**src/ring_queue_pkg.sv**
```systemverilog
/*
 * Shared constants for the descriptor ring queue engine: memory areas,
 * descriptor field layout, flag bit positions, limits and engine states.
 * Assumes a single 50 MHz clock domain and a word-wide shared-memory port.
 */
// Behaviour
// - Device may fetch chains once it sees an advanced available index.
// - Queue size is a power of two, at most 32768 entries.
// - Device sends used notification after finishing buffers, subject to suppression.
// - Packed layout only when negotiated; at most 2^15 entries.
// - Packed queue: descriptor ring plus driver and device suppression areas.
// - Descriptors belong to buffers through their stored buffer identifier.
// - Packed device reads in order, writes used descriptor with id, notifies.
// - Device may complete out of order; used entries written in finish order.
// - Only the device writes the device suppression area.
// - Device only reads the driver suppression area.
// - Each side keeps a wrap bit starting at 1, toggled after last slot.
// - Available and used flag bits differ when available, match when used.
package ring_queue_pkg;

    localparam int unsigned IDX_W      = 16;
    localparam int unsigned LEN_W      = 32;
    localparam int unsigned WORD_W     = 64;
    localparam int unsigned FIFO_DEPTH = 8;
    localparam logic [3:0]  MAX_LOG2   = 4'hF;

    // Word layout on the memory port: id, length, flags
    localparam int unsigned ID_LSB    = 48;
    localparam int unsigned LEN_LSB   = 16;
    localparam int unsigned FLAGS_LSB = 0;

    localparam int unsigned F_NEXT  = 0;
    localparam int unsigned F_WRITE = 1;
    localparam int unsigned F_AVAIL = 7;
    localparam int unsigned F_USED  = 15;

    localparam logic [2:0] AREA_AVAIL   = 3'h0;
    localparam logic [2:0] AREA_USED    = 3'h1;
    localparam logic [2:0] AREA_USEDIDX = 3'h2;
    localparam logic [2:0] AREA_DESC    = 3'h3;
    localparam logic [2:0] AREA_DEVEVT  = 3'h4;
    localparam logic [2:0] AREA_DRVEVT  = 3'h5;

    localparam logic RESET_WRAP = 1'b1;

    typedef enum logic [2:0] {
        ST_IDLE   = 3'h0,
        ST_FETCH  = 3'h1,
        ST_RETIRE = 3'h3,
        ST_UIDX   = 3'h2,
        ST_SUPW   = 3'h6
    } state_e;

endpackage

```
**src/ring_queue_engine.sv**
```systemverilog
/*
 * Device-side descriptor ring engine. Split mode polls the published
 * available index; packed mode polls descriptor flags after a kick.
 * Chain heads flow through an 8-entry FIFO to the device's processing;
 * completions come back and are written as used entries in finish order.
 * Assumes a shared-memory port that answers each request with one MEM_ACK.
 */
`timescale 1ns/100ps
`default_nettype none
module ring_queue_engine (
    input  wire logic        CLK,            // 50 MHz clock
    input  wire logic        ARST_N,         // Async reset, active low
    input  wire logic        PACKED_EN,      // Packed layout negotiated
    input  wire logic [3:0]  QSIZE_LOG2,     // Queue size exponent
    input  wire logic [15:0] AVAIL_IDX,      // Published available index
    input  wire logic        AVAIL_KICK,     // Available-buffer notification
    input  wire logic        DRV_SUPPRESS,   // Driver area: withhold used notes
    input  wire logic        CFG_NO_KICK,    // Ask driver to withhold kicks
    output logic             MEM_REQ,        // Memory request
    output logic             MEM_WE,         // Request is a write
    output logic [2:0]       MEM_AREA,       // Target area
    output logic [15:0]      MEM_SLOT,       // Slot within area
    output logic [63:0]      MEM_WDATA,      // Write word
    input  wire logic        MEM_ACK,        // Request completed
    input  wire logic [63:0] MEM_RDATA,      // Read word
    output logic             HEAD_VALID,     // Chain head offered
    input  wire logic        HEAD_READY,     // Processing takes head
    output logic [15:0]      HEAD_ID,        // Head index or buffer id
    input  wire logic        DONE_VALID,     // Buffer finished
    output logic             DONE_READY,     // Completion taken
    input  wire logic [15:0] DONE_ID,        // Finished head or buffer id
    input  wire logic [31:0] DONE_LEN,       // Bytes written
    input  wire logic        DONE_WRITTEN,   // Any data written
    output logic             USED_NOTIFY     // Used-buffer notification pulse
);
    localparam int unsigned IW = ring_queue_pkg::IDX_W;

    function automatic logic [15:0] qmask(input logic [3:0] lg);
        logic [3:0] c;
        c = (lg > ring_queue_pkg::MAX_LOG2) ? ring_queue_pkg::MAX_LOG2 : lg;
        return 16'((17'h00001 << c) - 17'h00001);
    endfunction

    // Id, length and flags share one word
    function automatic logic [63:0] pack_word(input logic [15:0] id, input logic [31:0] len,
                                              input logic [15:0] fl);
        return {id, len, fl};
    endfunction

    ring_queue_pkg::state_e state_ff;
    ring_queue_pkg::state_e nxt_state;
    logic [IW-1:0] avail_cnt_ff;
    logic [IW-1:0] nxt_avail_cnt;
    logic [IW-1:0] used_cnt_ff;
    logic [IW-1:0] nxt_used_cnt;
    logic          avail_wrap_ff;
    logic          nxt_avail_wrap;
    logic          used_wrap_ff;
    logic          nxt_used_wrap;
    logic          poll_ff;
    logic          nxt_poll;
    logic          sup_written_ff;
    logic          nxt_sup_written;
    logic          req_ff;
    logic          nxt_req;
    logic          we_ff;
    logic          nxt_we;
    logic [2:0]    area_ff;
    logic [2:0]    nxt_area;
    logic [15:0]   slot_ff;
    logic [15:0]   nxt_slot;
    logic [63:0]   wdata_ff;
    logic [63:0]   nxt_wdata;
    logic          done_rdy_ff;
    logic          nxt_done_rdy;
    logic          notify_ff;
    logic          nxt_notify;
    logic          head_vld_ff;
    logic          nxt_head_vld;
    logic [15:0]   head_id_ff;
    logic [15:0]   nxt_head_id;

    logic [15:0]   mask;
    logic          pending;
    logic          desc_ok;
    logic          push;
    logic [15:0]   push_id;
    logic          fifo_in_ready;
    logic          fifo_out_valid;
    logic          fifo_out_ready;
    logic [15:0]   fifo_out_data;
    logic [15:0]   used_fl;

    assign mask    = qmask(QSIZE_LOG2);
    assign pending = PACKED_EN ? poll_ff : (AVAIL_IDX != avail_cnt_ff);
    assign desc_ok = (MEM_RDATA[ring_queue_pkg::F_AVAIL] == avail_wrap_ff)
                  && (MEM_RDATA[ring_queue_pkg::F_USED] != avail_wrap_ff);
    // Split head index and packed buffer id share the same field
    assign push_id = MEM_RDATA[ring_queue_pkg::ID_LSB +: 16];
    // Buffer id sits in the chain's last descriptor
    assign push    = (state_ff == ring_queue_pkg::ST_FETCH) && MEM_ACK
                  && (!PACKED_EN || (desc_ok && !MEM_RDATA[ring_queue_pkg::F_NEXT]));
    assign fifo_out_ready = !head_vld_ff || HEAD_READY;

    always_comb begin
        used_fl = '0;
        used_fl[ring_queue_pkg::F_AVAIL] = used_wrap_ff;
        used_fl[ring_queue_pkg::F_USED]  = used_wrap_ff;
        used_fl[ring_queue_pkg::F_WRITE] = DONE_WRITTEN;
    end

    ring_fifo #(
        .WIDTH (16),
        .DEPTH (ring_queue_pkg::FIFO_DEPTH)
    ) u_heads (
        .clk       (CLK),
        .arst_n    (ARST_N),
        .in_valid  (push),
        .in_ready  (fifo_in_ready),
        .in_data   (push_id),
        .out_valid (fifo_out_valid),
        .out_ready (fifo_out_ready),
        .out_data  (fifo_out_data)
    );

    always_comb begin
        nxt_state       = state_ff;
        nxt_avail_cnt   = avail_cnt_ff;
        nxt_used_cnt    = used_cnt_ff;
        nxt_avail_wrap  = avail_wrap_ff;
        nxt_used_wrap   = used_wrap_ff;
        nxt_sup_written = sup_written_ff;
        nxt_req         = req_ff;
        nxt_we          = we_ff;
        nxt_area        = area_ff;
        nxt_slot        = slot_ff;
        nxt_wdata       = wdata_ff;
        nxt_notify      = 1'b0;
        // A kick in the same cycle as a failed poll keeps polling
        nxt_poll        = poll_ff;
        unique case (state_ff)
            ring_queue_pkg::ST_IDLE: begin
                if (DONE_VALID && done_rdy_ff) begin
                    // Used entry written as completion arrives
                    nxt_state = ring_queue_pkg::ST_RETIRE;
                    nxt_req   = 1'b1;
                    nxt_we    = 1'b1;
                    nxt_area  = PACKED_EN ? ring_queue_pkg::AREA_DESC : ring_queue_pkg::AREA_USED;
                    nxt_slot  = used_cnt_ff & mask;
                    nxt_wdata = pack_word(DONE_ID, DONE_LEN, PACKED_EN ? used_fl : 16'h0000);
                end else if (CFG_NO_KICK != sup_written_ff) begin
                    nxt_state = ring_queue_pkg::ST_SUPW;
                    nxt_req   = 1'b1;
                    nxt_we    = 1'b1;
                    nxt_area  = ring_queue_pkg::AREA_DEVEVT;
                    nxt_slot  = 16'h0000;
                    nxt_wdata = {63'h0, CFG_NO_KICK};
                end else if (pending && fifo_in_ready) begin
                    nxt_state = ring_queue_pkg::ST_FETCH;
                    nxt_req   = 1'b1;
                    nxt_we    = 1'b0;
                    nxt_area  = PACKED_EN ? ring_queue_pkg::AREA_DESC : ring_queue_pkg::AREA_AVAIL;
                    nxt_slot  = avail_cnt_ff & mask;
                end
            end
            ring_queue_pkg::ST_FETCH: begin
                if (MEM_ACK) begin
                    nxt_req   = 1'b0;
                    nxt_state = ring_queue_pkg::ST_IDLE;
                    if (!PACKED_EN) begin
                        nxt_avail_cnt = avail_cnt_ff + 16'h0001;
                    end else if (desc_ok) begin
                        nxt_avail_cnt = (avail_cnt_ff + 16'h0001) & mask;
                        if ((avail_cnt_ff & mask) == mask) begin
                            nxt_avail_wrap = !avail_wrap_ff;
                        end
                    end else begin
                        nxt_poll = 1'b0;
                    end
                end
            end
            ring_queue_pkg::ST_RETIRE: begin
                if (MEM_ACK) begin
                    if (PACKED_EN) begin
                        nxt_req      = 1'b0;
                        nxt_state    = ring_queue_pkg::ST_IDLE;
                        nxt_used_cnt = (used_cnt_ff + 16'h0001) & mask;
                        // Used wrap toggles after last slot
                        if ((used_cnt_ff & mask) == mask) begin
                            nxt_used_wrap = !used_wrap_ff;
                        end
                        nxt_notify = !DRV_SUPPRESS;
                    end else begin
                        nxt_state = ring_queue_pkg::ST_UIDX;
                        nxt_area  = ring_queue_pkg::AREA_USEDIDX;
                        nxt_slot  = 16'h0000;
                        nxt_wdata = {48'h0, 16'(used_cnt_ff + 16'h0001)};
                    end
                end
            end
            ring_queue_pkg::ST_UIDX: begin
                if (MEM_ACK) begin
                    nxt_req      = 1'b0;
                    nxt_state    = ring_queue_pkg::ST_IDLE;
                    nxt_used_cnt = used_cnt_ff + 16'h0001;
                    // Notify after used index is visible
                    nxt_notify   = !DRV_SUPPRESS;
                end
            end
            ring_queue_pkg::ST_SUPW: begin
                if (MEM_ACK) begin
                    nxt_req         = 1'b0;
                    nxt_state       = ring_queue_pkg::ST_IDLE;
                    nxt_sup_written = wdata_ff[0];
                end
            end
            default: begin
                nxt_state = ring_queue_pkg::ST_IDLE;
                nxt_req   = 1'b0;
            end
        endcase
        if (AVAIL_KICK) begin
            nxt_poll = 1'b1;
        end
        nxt_done_rdy = (nxt_state == ring_queue_pkg::ST_IDLE) && !(DONE_VALID && done_rdy_ff);
        nxt_head_vld = fifo_out_ready ? fifo_out_valid : head_vld_ff;
        nxt_head_id  = (fifo_out_ready && fifo_out_valid) ? fifo_out_data : head_id_ff;
    end

    always_ff @(posedge CLK or negedge ARST_N) begin
        if (!ARST_N) begin
            state_ff       <= ring_queue_pkg::ST_IDLE;
            avail_cnt_ff   <= '0;
            used_cnt_ff    <= '0;
            avail_wrap_ff  <= ring_queue_pkg::RESET_WRAP;
            used_wrap_ff   <= ring_queue_pkg::RESET_WRAP;
            poll_ff        <= 1'b0;
            sup_written_ff <= 1'b0;
            req_ff         <= 1'b0;
            we_ff          <= 1'b0;
            area_ff        <= ring_queue_pkg::AREA_AVAIL;
            slot_ff        <= '0;
            wdata_ff       <= '0;
            done_rdy_ff    <= 1'b0;
            notify_ff      <= 1'b0;
            head_vld_ff    <= 1'b0;
            head_id_ff     <= '0;
        end else begin
            state_ff       <= nxt_state;
            avail_cnt_ff   <= nxt_avail_cnt;
            used_cnt_ff    <= nxt_used_cnt;
            avail_wrap_ff  <= nxt_avail_wrap;
            used_wrap_ff   <= nxt_used_wrap;
            poll_ff        <= nxt_poll;
            sup_written_ff <= nxt_sup_written;
            req_ff         <= nxt_req;
            we_ff          <= nxt_we;
            area_ff        <= nxt_area;
            slot_ff        <= nxt_slot;
            wdata_ff       <= nxt_wdata;
            done_rdy_ff    <= nxt_done_rdy;
            notify_ff      <= nxt_notify;
            head_vld_ff    <= nxt_head_vld;
            head_id_ff     <= nxt_head_id;
        end
    end

    assign MEM_REQ     = req_ff;
    assign MEM_WE      = we_ff;
    assign MEM_AREA    = area_ff;
    assign MEM_SLOT    = slot_ff;
    assign MEM_WDATA   = wdata_ff;
    assign DONE_READY  = done_rdy_ff;
    assign USED_NOTIFY = notify_ff;
    assign HEAD_VALID  = head_vld_ff;
    assign HEAD_ID     = head_id_ff;
endmodule
`default_nettype wire

```
**src/ring_fifo.sv**
```systemverilog
/*
 * Flip-flop FIFO with valid/ready on both sides.
 * Assumes DEPTH is a power of two; single clock, async active-low reset.
 */
`timescale 1ns/100ps
`default_nettype none
module ring_fifo #(
    parameter int unsigned WIDTH = 16,
    parameter int unsigned DEPTH = 8
) (
    input  wire logic             clk,       // Clock
    input  wire logic             arst_n,    // Async reset, active low
    input  wire logic             in_valid,  // Push request
    output logic                  in_ready,  // Space available
    input  wire logic [WIDTH-1:0] in_data,   // Push data
    output logic                  out_valid, // Data available
    input  wire logic             out_ready, // Pop request
    output logic [WIDTH-1:0]      out_data   // Head data
);
    localparam int unsigned AW = $clog2(DEPTH);

    logic [WIDTH-1:0] mem_ff [DEPTH];
    logic [AW-1:0]    wr_ff;
    logic [AW-1:0]    nxt_wr;
    logic [AW-1:0]    rd_ff;
    logic [AW-1:0]    nxt_rd;
    logic [AW:0]      cnt_ff;
    logic [AW:0]      nxt_cnt;
    logic             push;
    logic             pop;

    assign in_ready  = (cnt_ff != (AW+1)'(DEPTH));
    assign out_valid = (cnt_ff != '0);
    assign out_data  = mem_ff[rd_ff];
    assign push      = in_valid && in_ready;
    assign pop       = out_valid && out_ready;

    always_comb begin
        nxt_wr  = push ? wr_ff + AW'(1) : wr_ff;
        nxt_rd  = pop ? rd_ff + AW'(1) : rd_ff;
        nxt_cnt = cnt_ff + (AW+1)'(push) - (AW+1)'(pop);
    end

    always_ff @(posedge clk or negedge arst_n) begin
        if (!arst_n) begin
            wr_ff  <= '0;
            rd_ff  <= '0;
            cnt_ff <= '0;
        end else begin
            wr_ff  <= nxt_wr;
            rd_ff  <= nxt_rd;
            cnt_ff <= nxt_cnt;
        end
    end

    // Storage has no reset; only written slots are ever read
    always_ff @(posedge clk) begin
        if (push) begin
            mem_ff[wr_ff] <= in_data;
        end
    end
endmodule
`default_nettype wire

```
**config.mk**
```make
export PLATFORM = sky130hd
export DESIGN_NAME = ring_queue_engine
export DESIGN_NICKNAME = d
export VERILOG_FILES = /design/src/ring_queue_pkg.sv /design/src/ring_queue_engine.sv /design/src/ring_fifo.sv
export SDC_FILE = /design/constraint.sdc
export NUM_CORES = 1
export LEC_CHECK = 0
export ABC_CLOCK_PERIOD_IN_PS = 9570
export BUFFER_PORTS_ARGS = -buffer_cell sky130_fd_sc_hd__buf_2
export CORE_AREA = 2 2 196 198
export CTS_BUF_LIST = sky130_fd_sc_hd__clkbuf_16
export DETAILED_ROUTE_END_ITERATION = 8
export DIE_AREA = 0 0 198 200
export SETUP_SLACK_MARGIN = 0.02
export SYNTH_ARGS = -nofsm -noshare
export SYNTH_HDL_FRONTEND = slang
export SYNTH_SLANG_ARGS = --single-unit
```
**constraint.sdc**
```tcl
create_clock -name CLK -period 9.57 [get_ports CLK]
set_clock_uncertainty 0.2 [all_clocks]
set_input_delay 0.957 -clock CLK [delete_from_list [all_inputs] [get_ports CLK]]
set_output_delay 0.957 -clock CLK [all_outputs]
set_load 0.005 [all_outputs]
```
==> impl_metrics.json, run 1 <==
{
  "area_growth_pct": 19.9,
  "cts_root_buffer": "clkbuf_16",
  "max_slew_margin_pct": 21.4,
  "place_inst": 1729,
  "viasPerCell": 5.03,
  "place_hpwl_um": 21300,
  "synth_nets": 1245,
  "syn_area_per_cell_sq_um": 11.8,
  "synth-async-reset-ratio_pct": 54.4,
  "dieArea_sq_mm": 0.0396,
  "maxCapViolations": 0,
  "cp_data_required_time_ns": 9.83,
  "ant_nets": 0,
  "final-seq-area_sq_mm": 0.00768,
  "pwr_density_cell_mw_per_mm2": 273,
  "synth_common_cells": "167 x nand2_1, 151 x dfrtp_1, 128 x edfxtp_1",
  "synth_seq_area_share_pct": 59.4,
  "synth_most_common_cell": "nand2_1",
  "die_h_um": 200,
  "cts_num_sinks": 281,
  "min_from": "MEM_WDATA[25]$_DFFE_PN0P_",
  "worstPathMaxFanout": 21,
  "io_pins": 246,
  "ys_ff_latch": 281,
  "antenna_found_initial": 6,
  "cts_inserted_buffers": 34,
  "grt_overflow": 0,
  "place_congestion": 0.899,
  "max_freq_ghz": 0.277,
  "crit_arrival_ns": 3.86,
  "end_kind": "flip-flop",
  "num_vias": 9024,
  "p_leak_nw": 6.38,
  "post-synth-top-area-fraction_pct": 29.7,
  "synthCells": 1091,
  "fillers": 3520,
  "startpoint": "QSIZE_LOG2[3]",
  "multiInputGateArea_sq_mm": 0.00488,
  "grtUsageTotal_pct": 16.4,
  "hold_class": "flip-flop to flip-flop",
  "regToRegSetupSlack_ns": 6.26,
  "port_buffers": 200,
  "tightest_slew_ns": 1.18,
  "yosys-top-cells-area": "edfxtp_1 30%, dfrtp_1 29%, mux4_2 5.6%",
  "synth-main-ff-cell": "dfrtp_1",
  "synth_area_sq_mm": 0.0129,
  "setup_tns_ns": 0,
  "fin_cells": 1794,
  "cts_resized": 0,
  "drc_errors": 0,
  "post-cts-setup-buffers": 0,
  "min_period_ns": 3.60,
  "grt_pass1_wl_um": 50200,
  "final.period_utilization_pct": 37.7,
  "clk-insertion-delay-late_ns": 0.56,
  "holdBufCountCts": 0,
  "reg2reg_to": "u_heads.mem_ff[7][7]$_DFFE_PP_",
  "core-area_sq_mm": 0.0374,
  "synth_edf_count": 128,
  "clk_path_buf_depth": 3,
  "cts_tree": "done",
  "hold-path-endpoint": "MEM_WDATA[25]$_DFFE_PN0P_",
  "fin_hold_ws_ns": 0.269,
  "reg2reg_from": "state_ff[0]$_DFF_PN0_",
  "rsz0062_at_grt": "no",
  "drive_gt1_share_pct": 26.5,
  "avgRoutedWirePerCell_um": 18.1,
  "die_w_um": 198,
  "p_total_w": 0.00424,
  "start_kind": "input pin",
  "drt-total-wl_um": 32400,
  "slew_violations": 0,
  "grt_pass1_vias": 8696,
  "htreeDepth": 2,
  "synthDistinctLibCells": 76,
  "first_pass_iters": 5,
  "grt_max_degree": 116,
  "start_util_pct": 34.6,
  "path_class": "input pin to flip-flop",
  "ff2ff_path_depth": 5,
  "status": "finished, final reports clean",
  "clk_pin_slew_worst_paths_ns": 0.05,
  "ir_worst_vdd_v": 0.000170,
  "hold_viol_final": 0,
  "setup_viol": 0,
  "hold_path_depth": 2,
  "fp-row-count": 71,
  "yosys_warnings": 0,
  "synth_top_area_cell": "edfxtp_1",
  "nets": 1408,
  "drt-initial-drc-count": 573
}
-- cell type report --
class	instances	share of cell area (%)
Antenna cell	4	0.0646
Clock buffer	34	5.49
Clock inverter	27	1.94
Inverter	20	0.484
Multi-Input combinational cell	709	31.5
Sequential cell	281	49.5
Tap cell	511	4.13
Timing Repair Buffer	208	6.89
-- sequential cells by signal (all words and copies together) (netlist names) --
signal and count:
HEAD_VALID 1, MEM_SLOT 16, state_ff 3, poll_ff 1, MEM_WE 1, u_heads.wr_ff 3
MEM_WDATA 64, used_wrap_ff 1, avail_cnt_ff 16, u_heads.cnt_ff 4, USED_NOTIFY 1, u_heads.rd_ff 3
HEAD_ID 16, avail_wrap_ff 1, MEM_REQ 1, DONE_READY 1, MEM_AREA 3, u_heads.mem_ff 128
used_cnt_ff 16, sup_written_ff 1
-- routing by layer --
| metal | up-vias | share of wire (%) | GRT usage, % |
|---|---|---|---|
| met5 | - | 0.093 | 0 |
| met4 | 4 | 2.2 | 5.29 |
| met2 | 297 | 47 | 25.9 |
| met3 | 58 | 7.2 | 4.23 |
| li1 | 4250 | - | - |
| met1 | 4415 | 44 | 22.1 |
-- cell families (layout without fill, tap and decap cells) --
logic type	count (synthesis)	after routing	synth area share [%]
xor gates and xnor gates	48	48	3.57
adders and majority gates	12	12	1.22
AOI/OAI and AO/OA	223	223	10.4
muxes	69	69	8.83
DFF	281	281	59.4
and+or+nand+nor	357	357	12.9
other	0	4	0
buffers and inverters	101	289	3.66
-- where the power goes --
group | switching, W | internal, W
Clock | 0.000537 | 0.000771
Sequential | 0.000230 | 0.00149
Combinational | 0.000661 | 0.000549
Total | 0.00143 | 0.00281
-- metrics by stage --
stage	area (sq um)	util (%)	worst slack, ns
final	15500	41.4	5.97
after global routing	15500	41.4	5.68
after CTS	15500	41.4	6.02
after detailed placement	14300	38.3	5.45
after global placement	14300	38.3	5.46
after floorplan	12900	-	5.70
-- cells in the final DEF (no fill, tap or decap), types with 16 or more instances in the layout --
cell type  count
nor2_1        64
mux2i_1       18
clkbuf_16     34
nand2_1      167
nor3_1        16
edfxtp_1     128
inv_1         24
a21oi_1       47
dfrtp_1      149
mux4_2        32
o21ai_0       97
xnor2_1       29
nand3_1       24
buf_2        199
-- critical path: stages --
cell       delay (ns)
buf_2            0.22
nor2_2           0.35
nand2_1          0.26
ha_1             0.46
nor3b_1          0.23
o21ai_0          0.24
o21a_1           0.34
o2111ai_1        0.16
nor4_2           0.42
xor2_1           0.20
-- worst max path at each step --
| stage | end | slack (ns) | depth (start not counted) |
|---|---|---|---|
| after global routing | avail_wrap_ff$_DFFE_PN1P_ | 5.68 | 10 |
| after detailed placement | u_heads.mem_ff[7][13]$_DFFE_PP_ | 5.45 | 8 |
| after CTS | u_heads.mem_ff[7][7]$_DFFE_PP_ | 6.02 | 8 |
| after global placement | u_heads.mem_ff[7][15]$_DFFE_PP_ | 5.46 | 8 |
| final | avail_wrap_ff$_DFFE_PN1P_ | 5.97 | 10 |
| after floorplan | u_heads.mem_ff[2][0]$_DFFE_PP_ | 5.70 | 7 |
(Power assumes the default switching activity.)
==> inputs of run 2 (changes only) <==
--- a/config.mk
+++ b/config.mk
@@ -5,7 +5,7 @@
 export SDC_FILE = /design/constraint.sdc
 export NUM_CORES = 1
 export LEC_CHECK = 0
-export ABC_CLOCK_PERIOD_IN_PS = 9570
+export ABC_CLOCK_PERIOD_IN_PS = 3000
 export BUFFER_PORTS_ARGS = -buffer_cell sky130_fd_sc_hd__buf_2
 export CORE_AREA = 2 2 196 198
 export CTS_BUF_LIST = sky130_fd_sc_hd__clkbuf_16
==> constraint.sdc (replaced) <==
create_clock -name CLK -period 3 [get_ports CLK]
set_clock_uncertainty 0.2 [all_clocks]
set_input_delay 0.3 -clock CLK [delete_from_list [all_inputs] [get_ports CLK]]
set_output_delay 0.3 -clock CLK [all_outputs]
set_load 0.005 [all_outputs]
==> run 2 against run 1 <==
Effect of this change:
- non-clock buffer count rose by 116
- highest routed layer is now met4
- sequential share of layout area fell by 2.8 points
- clock power rose to 2.9 times the previous value
- flip-flop and latch count did not move
- cell count rose by 6.2%
==> impl_metrics.json, run 2 (synthesized netlist as in run 1, its figures left out) <==
{
  "status": "finished, final reports clean",
  "grt_overflow": 0,
  "num_vias": 9285,
  "cts_tree": "done",
  "place_hpwl_um": 22500,
  "final.period_utilization_pct": 88.5,
  "hold_viol_final": 0,
  "cts_num_sinks": 281,
  "clk-insertion-delay-late_ns": 0.58,
  "cp_data_required_time_ns": 3.05,
  "grt_pass1_wl_um": 51800,
  "min_period_ns": 2.65,
  "slowest_delay_ns": 0.44,
  "nets": 1521,
  "largest_reg_flops": 128,
  "port_buffers": 200,
  "reg2reg_from": "avail_wrap_ff$_DFFE_PN1P_",
  "drt-initial-drc-count": 570,
  "grt_max_degree": 109,
  "ir_worst_vdd_v": 0.000524,
  "worstPathMaxFanout": 16,
  "cts_resized": 0,
  "layout_commonest_cell": "buf_2",
  "place_congestion": 0.852,
  "viasPerCell": 4.87,
  "slowest_stage": "nor3b_1",
  "die_h_um": 200,
  "layout_common_cells": "199 x buf_2, 167 x nand2_1, 150 x dfrtp_1",
  "antenna_found_initial": 2,
  "setup_viol": 0,
  "drc_errors": 0,
  "io_pins": 246,
  "max_freq_ghz": 0.377,
  "crit_arrival_ns": 2.70,
  "min_from": "MEM_ACK",
  "area_growth_pct": 27.1,
  "p_leak_nw": 6.88,
  "final_area_sq_mm": 0.0164,
  "max_slew_margin_pct": 44.4,
  "clk_pin_slew_worst_paths_ns": 0.06,
  "first_pass_iters": 5,
  "pwr_density_cell_mw_per_mm2": 815,
  "die_w_um": 198,
  "core-area_sq_mm": 0.0374,
  "avgRoutedWirePerCell_um": 17.6,
  "hold_class": "input pin to flip-flop",
  "grt_pass1_vias": 9124,
  "tightest_slew_ns": 0.828,
  "dieArea_sq_mm": 0.0396,
  "drive_gt1_share_pct": 27.0,
  "slew_violations": 0,
  "dpl-instance-area_sq_mm": 0.0147,
  "maxCapViolations": 0,
  "ant_nets": 0,
  "clk_path_buf_depth": 3,
  "fp-row-count": 71,
  "end_kind": "flip-flop",
  "htreeDepth": 1,
  "path_class": "flip-flop to flip-flop",
  "regMostFlops": "u_heads.mem_ff",
  "rsz0062_at_grt": "no",
  "start_kind": "flip-flop",
  "drt-total-wl_um": 33600,
  "grtUsageTotal_pct": 16.8,
  "start_util_pct": 34.6,
  "path_cells": "nor3b_1 > nor2_1 > o21ai_0 > and3_1 > nand2_1 > nor3b_2 > buf_4",
  "cts_inserted_buffers": 31,
  "setup_tns_ns": 0,
  "cts_root_buffer": "clkbuf_16",
  "startpoint": "avail_wrap_ff$_DFFE_PN1P_"
}
## run 2: layout make-up
cell class / instances / area [sq um]
clock buffers: 31 / 776
fillers: 3424 / 21000
repair buffers: 324 / 2170
inverters: 20 / 75.1
diodes: 2 / 5.00
well taps: 511 / 639
clock inverters: 27 / 244
flip-flops and latches: 281 / 7680
multi-input cells: 709 / 4840
## run 2: path summary, 6_finish.rpt
check | endpoint | slack, ns | cells past startpoint
min in group asynchronous | avail_cnt_ff[10]$_DFFE_PN0P_ | 0.08 | 2
max in group asynchronous | used_wrap_ff$_DFFE_PN1P_ | 1.78 | 3
min | used_cnt_ff[15]$_DFFE_PN0P_ | 0.07 | 3
max reg2reg | u_heads.mem_ff[3][0]$_DFFE_PP_ | 0.35 | 7
min reg2reg | MEM_WDATA[17]$_DFFE_PN0P_ | 0.27 | 2
max | u_heads.mem_ff[3][0]$_DFFE_PP_ | 0.35 | 7
## run 2: critical path, delay by kind of cell (launching register included)
family,cells,cell delay [ns]
simple gates,5,1.28
compound gates,1,0.15
buf+inv,1,0.30
flops,1,0.38
## run 2: timing repair
item,4_1_cts,5_1_grt
setup buffers,0,0
hold endpoints to repair,249,0
hold buffers,73,0
## run 2: metrics by stage
| stage | power (W) | utilization [%] | setup WS, ns | cells | hold slack, ns |
|---|---|---|---|---|---|
| after floorplan | 0.00805 | - | 0.210 | 1091 | -0.196 |
| after global placement | 0.00953 | 39.2 | 0.344 | 1772 | 0.130 |
| after detailed placement | 0.00964 | 39.2 | 0.299 | 1772 | 0.138 |
| after CTS | 0.0135 | 43.9 | 0.344 | 1903 | 0.0348 |
| after global routing | 0.0143 | 43.9 | 0.177 | 1904 | 0.0697 |
| final | 0.0134 | 43.9 | 0.346 | 1905 | 0.0651 |
## run 2: power by group
group | total [W] | switching (W) | internal, W
sequential | 0.00535 | 0.000598 | 0.00475
combinational | 0.00426 | 0.00231 | 0.00195
clock | 0.00378 | 0.00156 | 0.00222
## run 2: per-layer routing
metal / part of all wire, % / global-route usage [%]
met1: 45 / 22.9
met2: 46 / 27.1
met3: 6.4 / 3.44
met4: 2.6 / 5.15
met5: 0 / 0
==> inputs of run 3 (changes only) <==
--- a/config.mk
+++ b/config.mk
@@ -5,7 +5,7 @@
 export SDC_FILE = /design/constraint.sdc
 export NUM_CORES = 1
 export LEC_CHECK = 0
-export ABC_CLOCK_PERIOD_IN_PS = 3000
+export ABC_CLOCK_PERIOD_IN_PS = 2400
 export BUFFER_PORTS_ARGS = -buffer_cell sky130_fd_sc_hd__buf_2
 export CORE_AREA = 2 2 196 198
 export CTS_BUF_LIST = sky130_fd_sc_hd__clkbuf_16
==> constraint.sdc (replaced) <==
create_clock -name CLK -period 2.4 [get_ports CLK]
set_clock_uncertainty 0.2 [all_clocks]
set_input_delay 0.24 -clock CLK [delete_from_list [all_inputs] [get_ports CLK]]
set_output_delay 0.24 -clock CLK [all_outputs]
set_load 0.005 [all_outputs]
==> run 3 against run 2 <==
Effect of this change:
- sequential power is 23% higher
- cell area is 4.1% higher
- first-iteration DRC count is 26% higher
- cell count is 1.8% higher
- sequential share of layout area is 1.8 points lower
- non-clock buffer count is 36 higher
- clock power is 36% higher
- wire length is 2.9% higher
- maximum frequency is 15% higher
- register-to-register slack worse by 0.25 ns
- power is 31% higher
- combinational power is 38% higher
- critical path type unchanged
- largest power group unchanged
- highest routed layer unchanged
==> impl_metrics.json, run 3 (synthesized netlist as in run 1, its figures left out) <==
{
  "status": "finished, final reports clean",
  "final.period_utilization_pct": 95.9,
  "dieArea_sq_mm": 0.0396,
  "core-area_sq_mm": 0.0374,
  "reg2reg_to": "u_heads.mem_ff[4][3]$_DFFE_PP_",
  "final_util_pct": 45.7,
  "ff2ff_path_depth": 8,
  "clk_path_buf_depth": 3,
  "start_kind": "flip-flop",
  "place_congestion": 0.907,
  "layout_commonest_cell": "buf_2",
  "crit_family": "simple AND/OR/NAND/NOR gates",
  "startpoint": "avail_wrap_ff$_DFFE_PN1P_",
  "slowest_stage": "dfstp_2",
  "grt_max_degree": 61,
  "p_leak_nw": 7.14,
  "htreeDepth": 1,
  "intPower_w": 0.0118,
  "fin_hold_ws_ns": 0.0790,
  "worstPathMaxFanout": 16,
  "path_cells": "and3b_2 > nor2_1 > o21ai_1 > and3_4 > buf_12 > nand2b_4 > nor3b_4 > buf_12",
  "tightest_slew_ns": 0.520,
  "regToRegSetupSlack_ns": 0.1,
  "clkPwrFrac_pct": 29.2,
  "cts_tree": "done",
  "hold_viol_final": 0,
  "start_util_pct": 34.6,
  "fp-row-count": 71,
  "pwr_density_cell_mw_per_mm2": 1030,
  "clk_pin_slew_worst_paths_ns": 0.06,
  "cp-endpoint": "u_heads.mem_ff[4][3]$_DFFE_PP_",
  "grt_overflow": 0,
  "antenna_found_initial": 4,
  "drive_gt1_share_pct": 29.8,
  "slew_violations": 0,
  "use_met3_pct": 3.63,
  "regMostFlops": "u_heads.mem_ff",
  "min_period_ns": 2.30,
  "cp.depth": 8,
  "maxCapViolations": 0,
  "drt-total-wl_um": 34500,
  "largest_reg_flops": 128,
  "grt_busiest_layer": "met2",
  "grtUsageTotal_pct": 17.3,
  "seq_power_share_pct": 37.4,
  "combPwrFrac_pct": 33.4,
  "p_switching_w": 0.00575,
  "drt-initial-drc-count": 718,
  "path_class": "flip-flop to flip-flop",
  "cts_num_sinks": 281,
  "ant_nets": 0,
  "end_kind": "flip-flop",
  "max_freq_ghz": 0.435,
  "grt_pass1_vias": 9516,
  "cp_data_required_time_ns": 2.49,
  "cts_inserted_buffers": 30,
  "setup_viol": 0,
  "die_h_um": 200,
  "grtUsageMet1_pct": 22.7,
  "ir_worst_vdd_v": 0.000574,
  "critPathMostFrequentCell": "buf_12",
  "final_area_sq_mm": 0.0171,
  "gr-usage-met2_pct": 28.7,
  "dpl-instance-area_sq_mm": 0.0151,
  "crit_buf_inv": 2,
  "num_vias": 9583,
  "max_slew_margin_pct": 65.2,
  "post-cts-setup-buffers": 0,
  "cts_root_buffer": "clkbuf_16",
  "die_w_um": 198,
  "reg2reg_from": "avail_wrap_ff$_DFFE_PN1P_",
  "first_pass_iters": 5,
  "fillers": 3361,
  "clk-insertion-delay-late_ns": 0.59,
  "setup_tns_ns": 0,
  "drc_errors": 0,
  "area_growth_pct": 32.3,
  "io_pins": 246,
  "rsz0062_at_grt": "yes",
  "grt_pass1_wl_um": 53300,
  "crit_arrival_ns": 2.39,
  "avgRoutedWirePerCell_um": 17.8,
  "hold_class": "input pin to flip-flop",
  "port_buffers": 200,
  "place_hpwl_um": 22800,
  "viasPerCell": 4.94,
  "layout_common_cells": "199 x buf_2, 166 x nand2_1, 148 x dfrtp_1",
  "nets": 1556,
  "slowest_delay_ns": 0.55,
  "p_total_w": 0.0176,
  "swShare_pct": 32.7
}
[run 3: worst reg2reg max path: cells and delay by family (launching register included)]
family                 cells  cell delay [ns]
DFF                        1             0.55
AOI/OAI and AO/OA          1             0.16
buffers and inverters      2             0.34
and+or+nand+nor            5             0.80
[run 3: layer usage]
metal / part of all wire, % / up-vias
met5: 0 / -
met4: 2.9 / 0
met3: 5.7 / 67
met2: 47 / 262
met1: 44 / 4694
li1: - / 4560
[run 3: area by class of cell]
type | instances | area (sq um) | area share [%]
antenna | 4 | 10.0 | 0.0585
clock buffer | 30 | 751 | 4.39
clock inverter | 25 | 353 | 2.06
inverter | 20 | 75.1 | 0.439
multi-input combinational | 709 | 4970 | 29.1
sequential | 281 | 7680 | 44.9
tap | 511 | 639 | 3.74
timing repair buffer | 360 | 2630 | 15.4
[run 3: worst min-delay path by stage]
stage                                        endpoint  cells past startpoint           from  slack [ns]
final                     u_heads.cnt_ff[0]$_DFF_PN0_                      4   MEM_RDATA[0]        0.08
after global routing      u_heads.cnt_ff[0]$_DFF_PN0_                      4   MEM_RDATA[0]        0.08
after CTS                 avail_cnt_ff[7]$_DFFE_PN0P_                      4  QSIZE_LOG2[3]        0.08
after detailed placement    MEM_WDATA[26]$_DFFE_PN0P_                      1         ARST_N        0.02
after global placement      MEM_WDATA[26]$_DFFE_PN0P_                      1         ARST_N        0.02
after floorplan                  DONE_READY$_DFF_PN0_                      0         ARST_N       -0.26
[run 3: repair_timing]
action	4_1_cts	5_1_grt
endpoints found under the hold margin	341	0
pin swaps	0	4
resized for setup	1	13
setup endpoints to repair	1	85
gates cloned	0	0
hold buffers	79	0
[run 3: power groups by stage]
stage               combinational (W)  sequential (W)  clock, W
floorplan                     0.00355         0.00659         0
global placement              0.00566         0.00660         0
detailed placement            0.00577         0.00664         0
CTS                           0.00589         0.00656   0.00527
global route                  0.00651         0.00669   0.00545
finish                        0.00586         0.00657   0.00513
[run 3: stage by stage]
stage                     cells  setup slack, ns
final                      1940           0.0996
after global routing       1938           0.0193
after CTS                  1936           0.0288
after detailed placement   1802          -0.0368
after global placement     1802           0.0403
after floorplan            1091         -0.00846
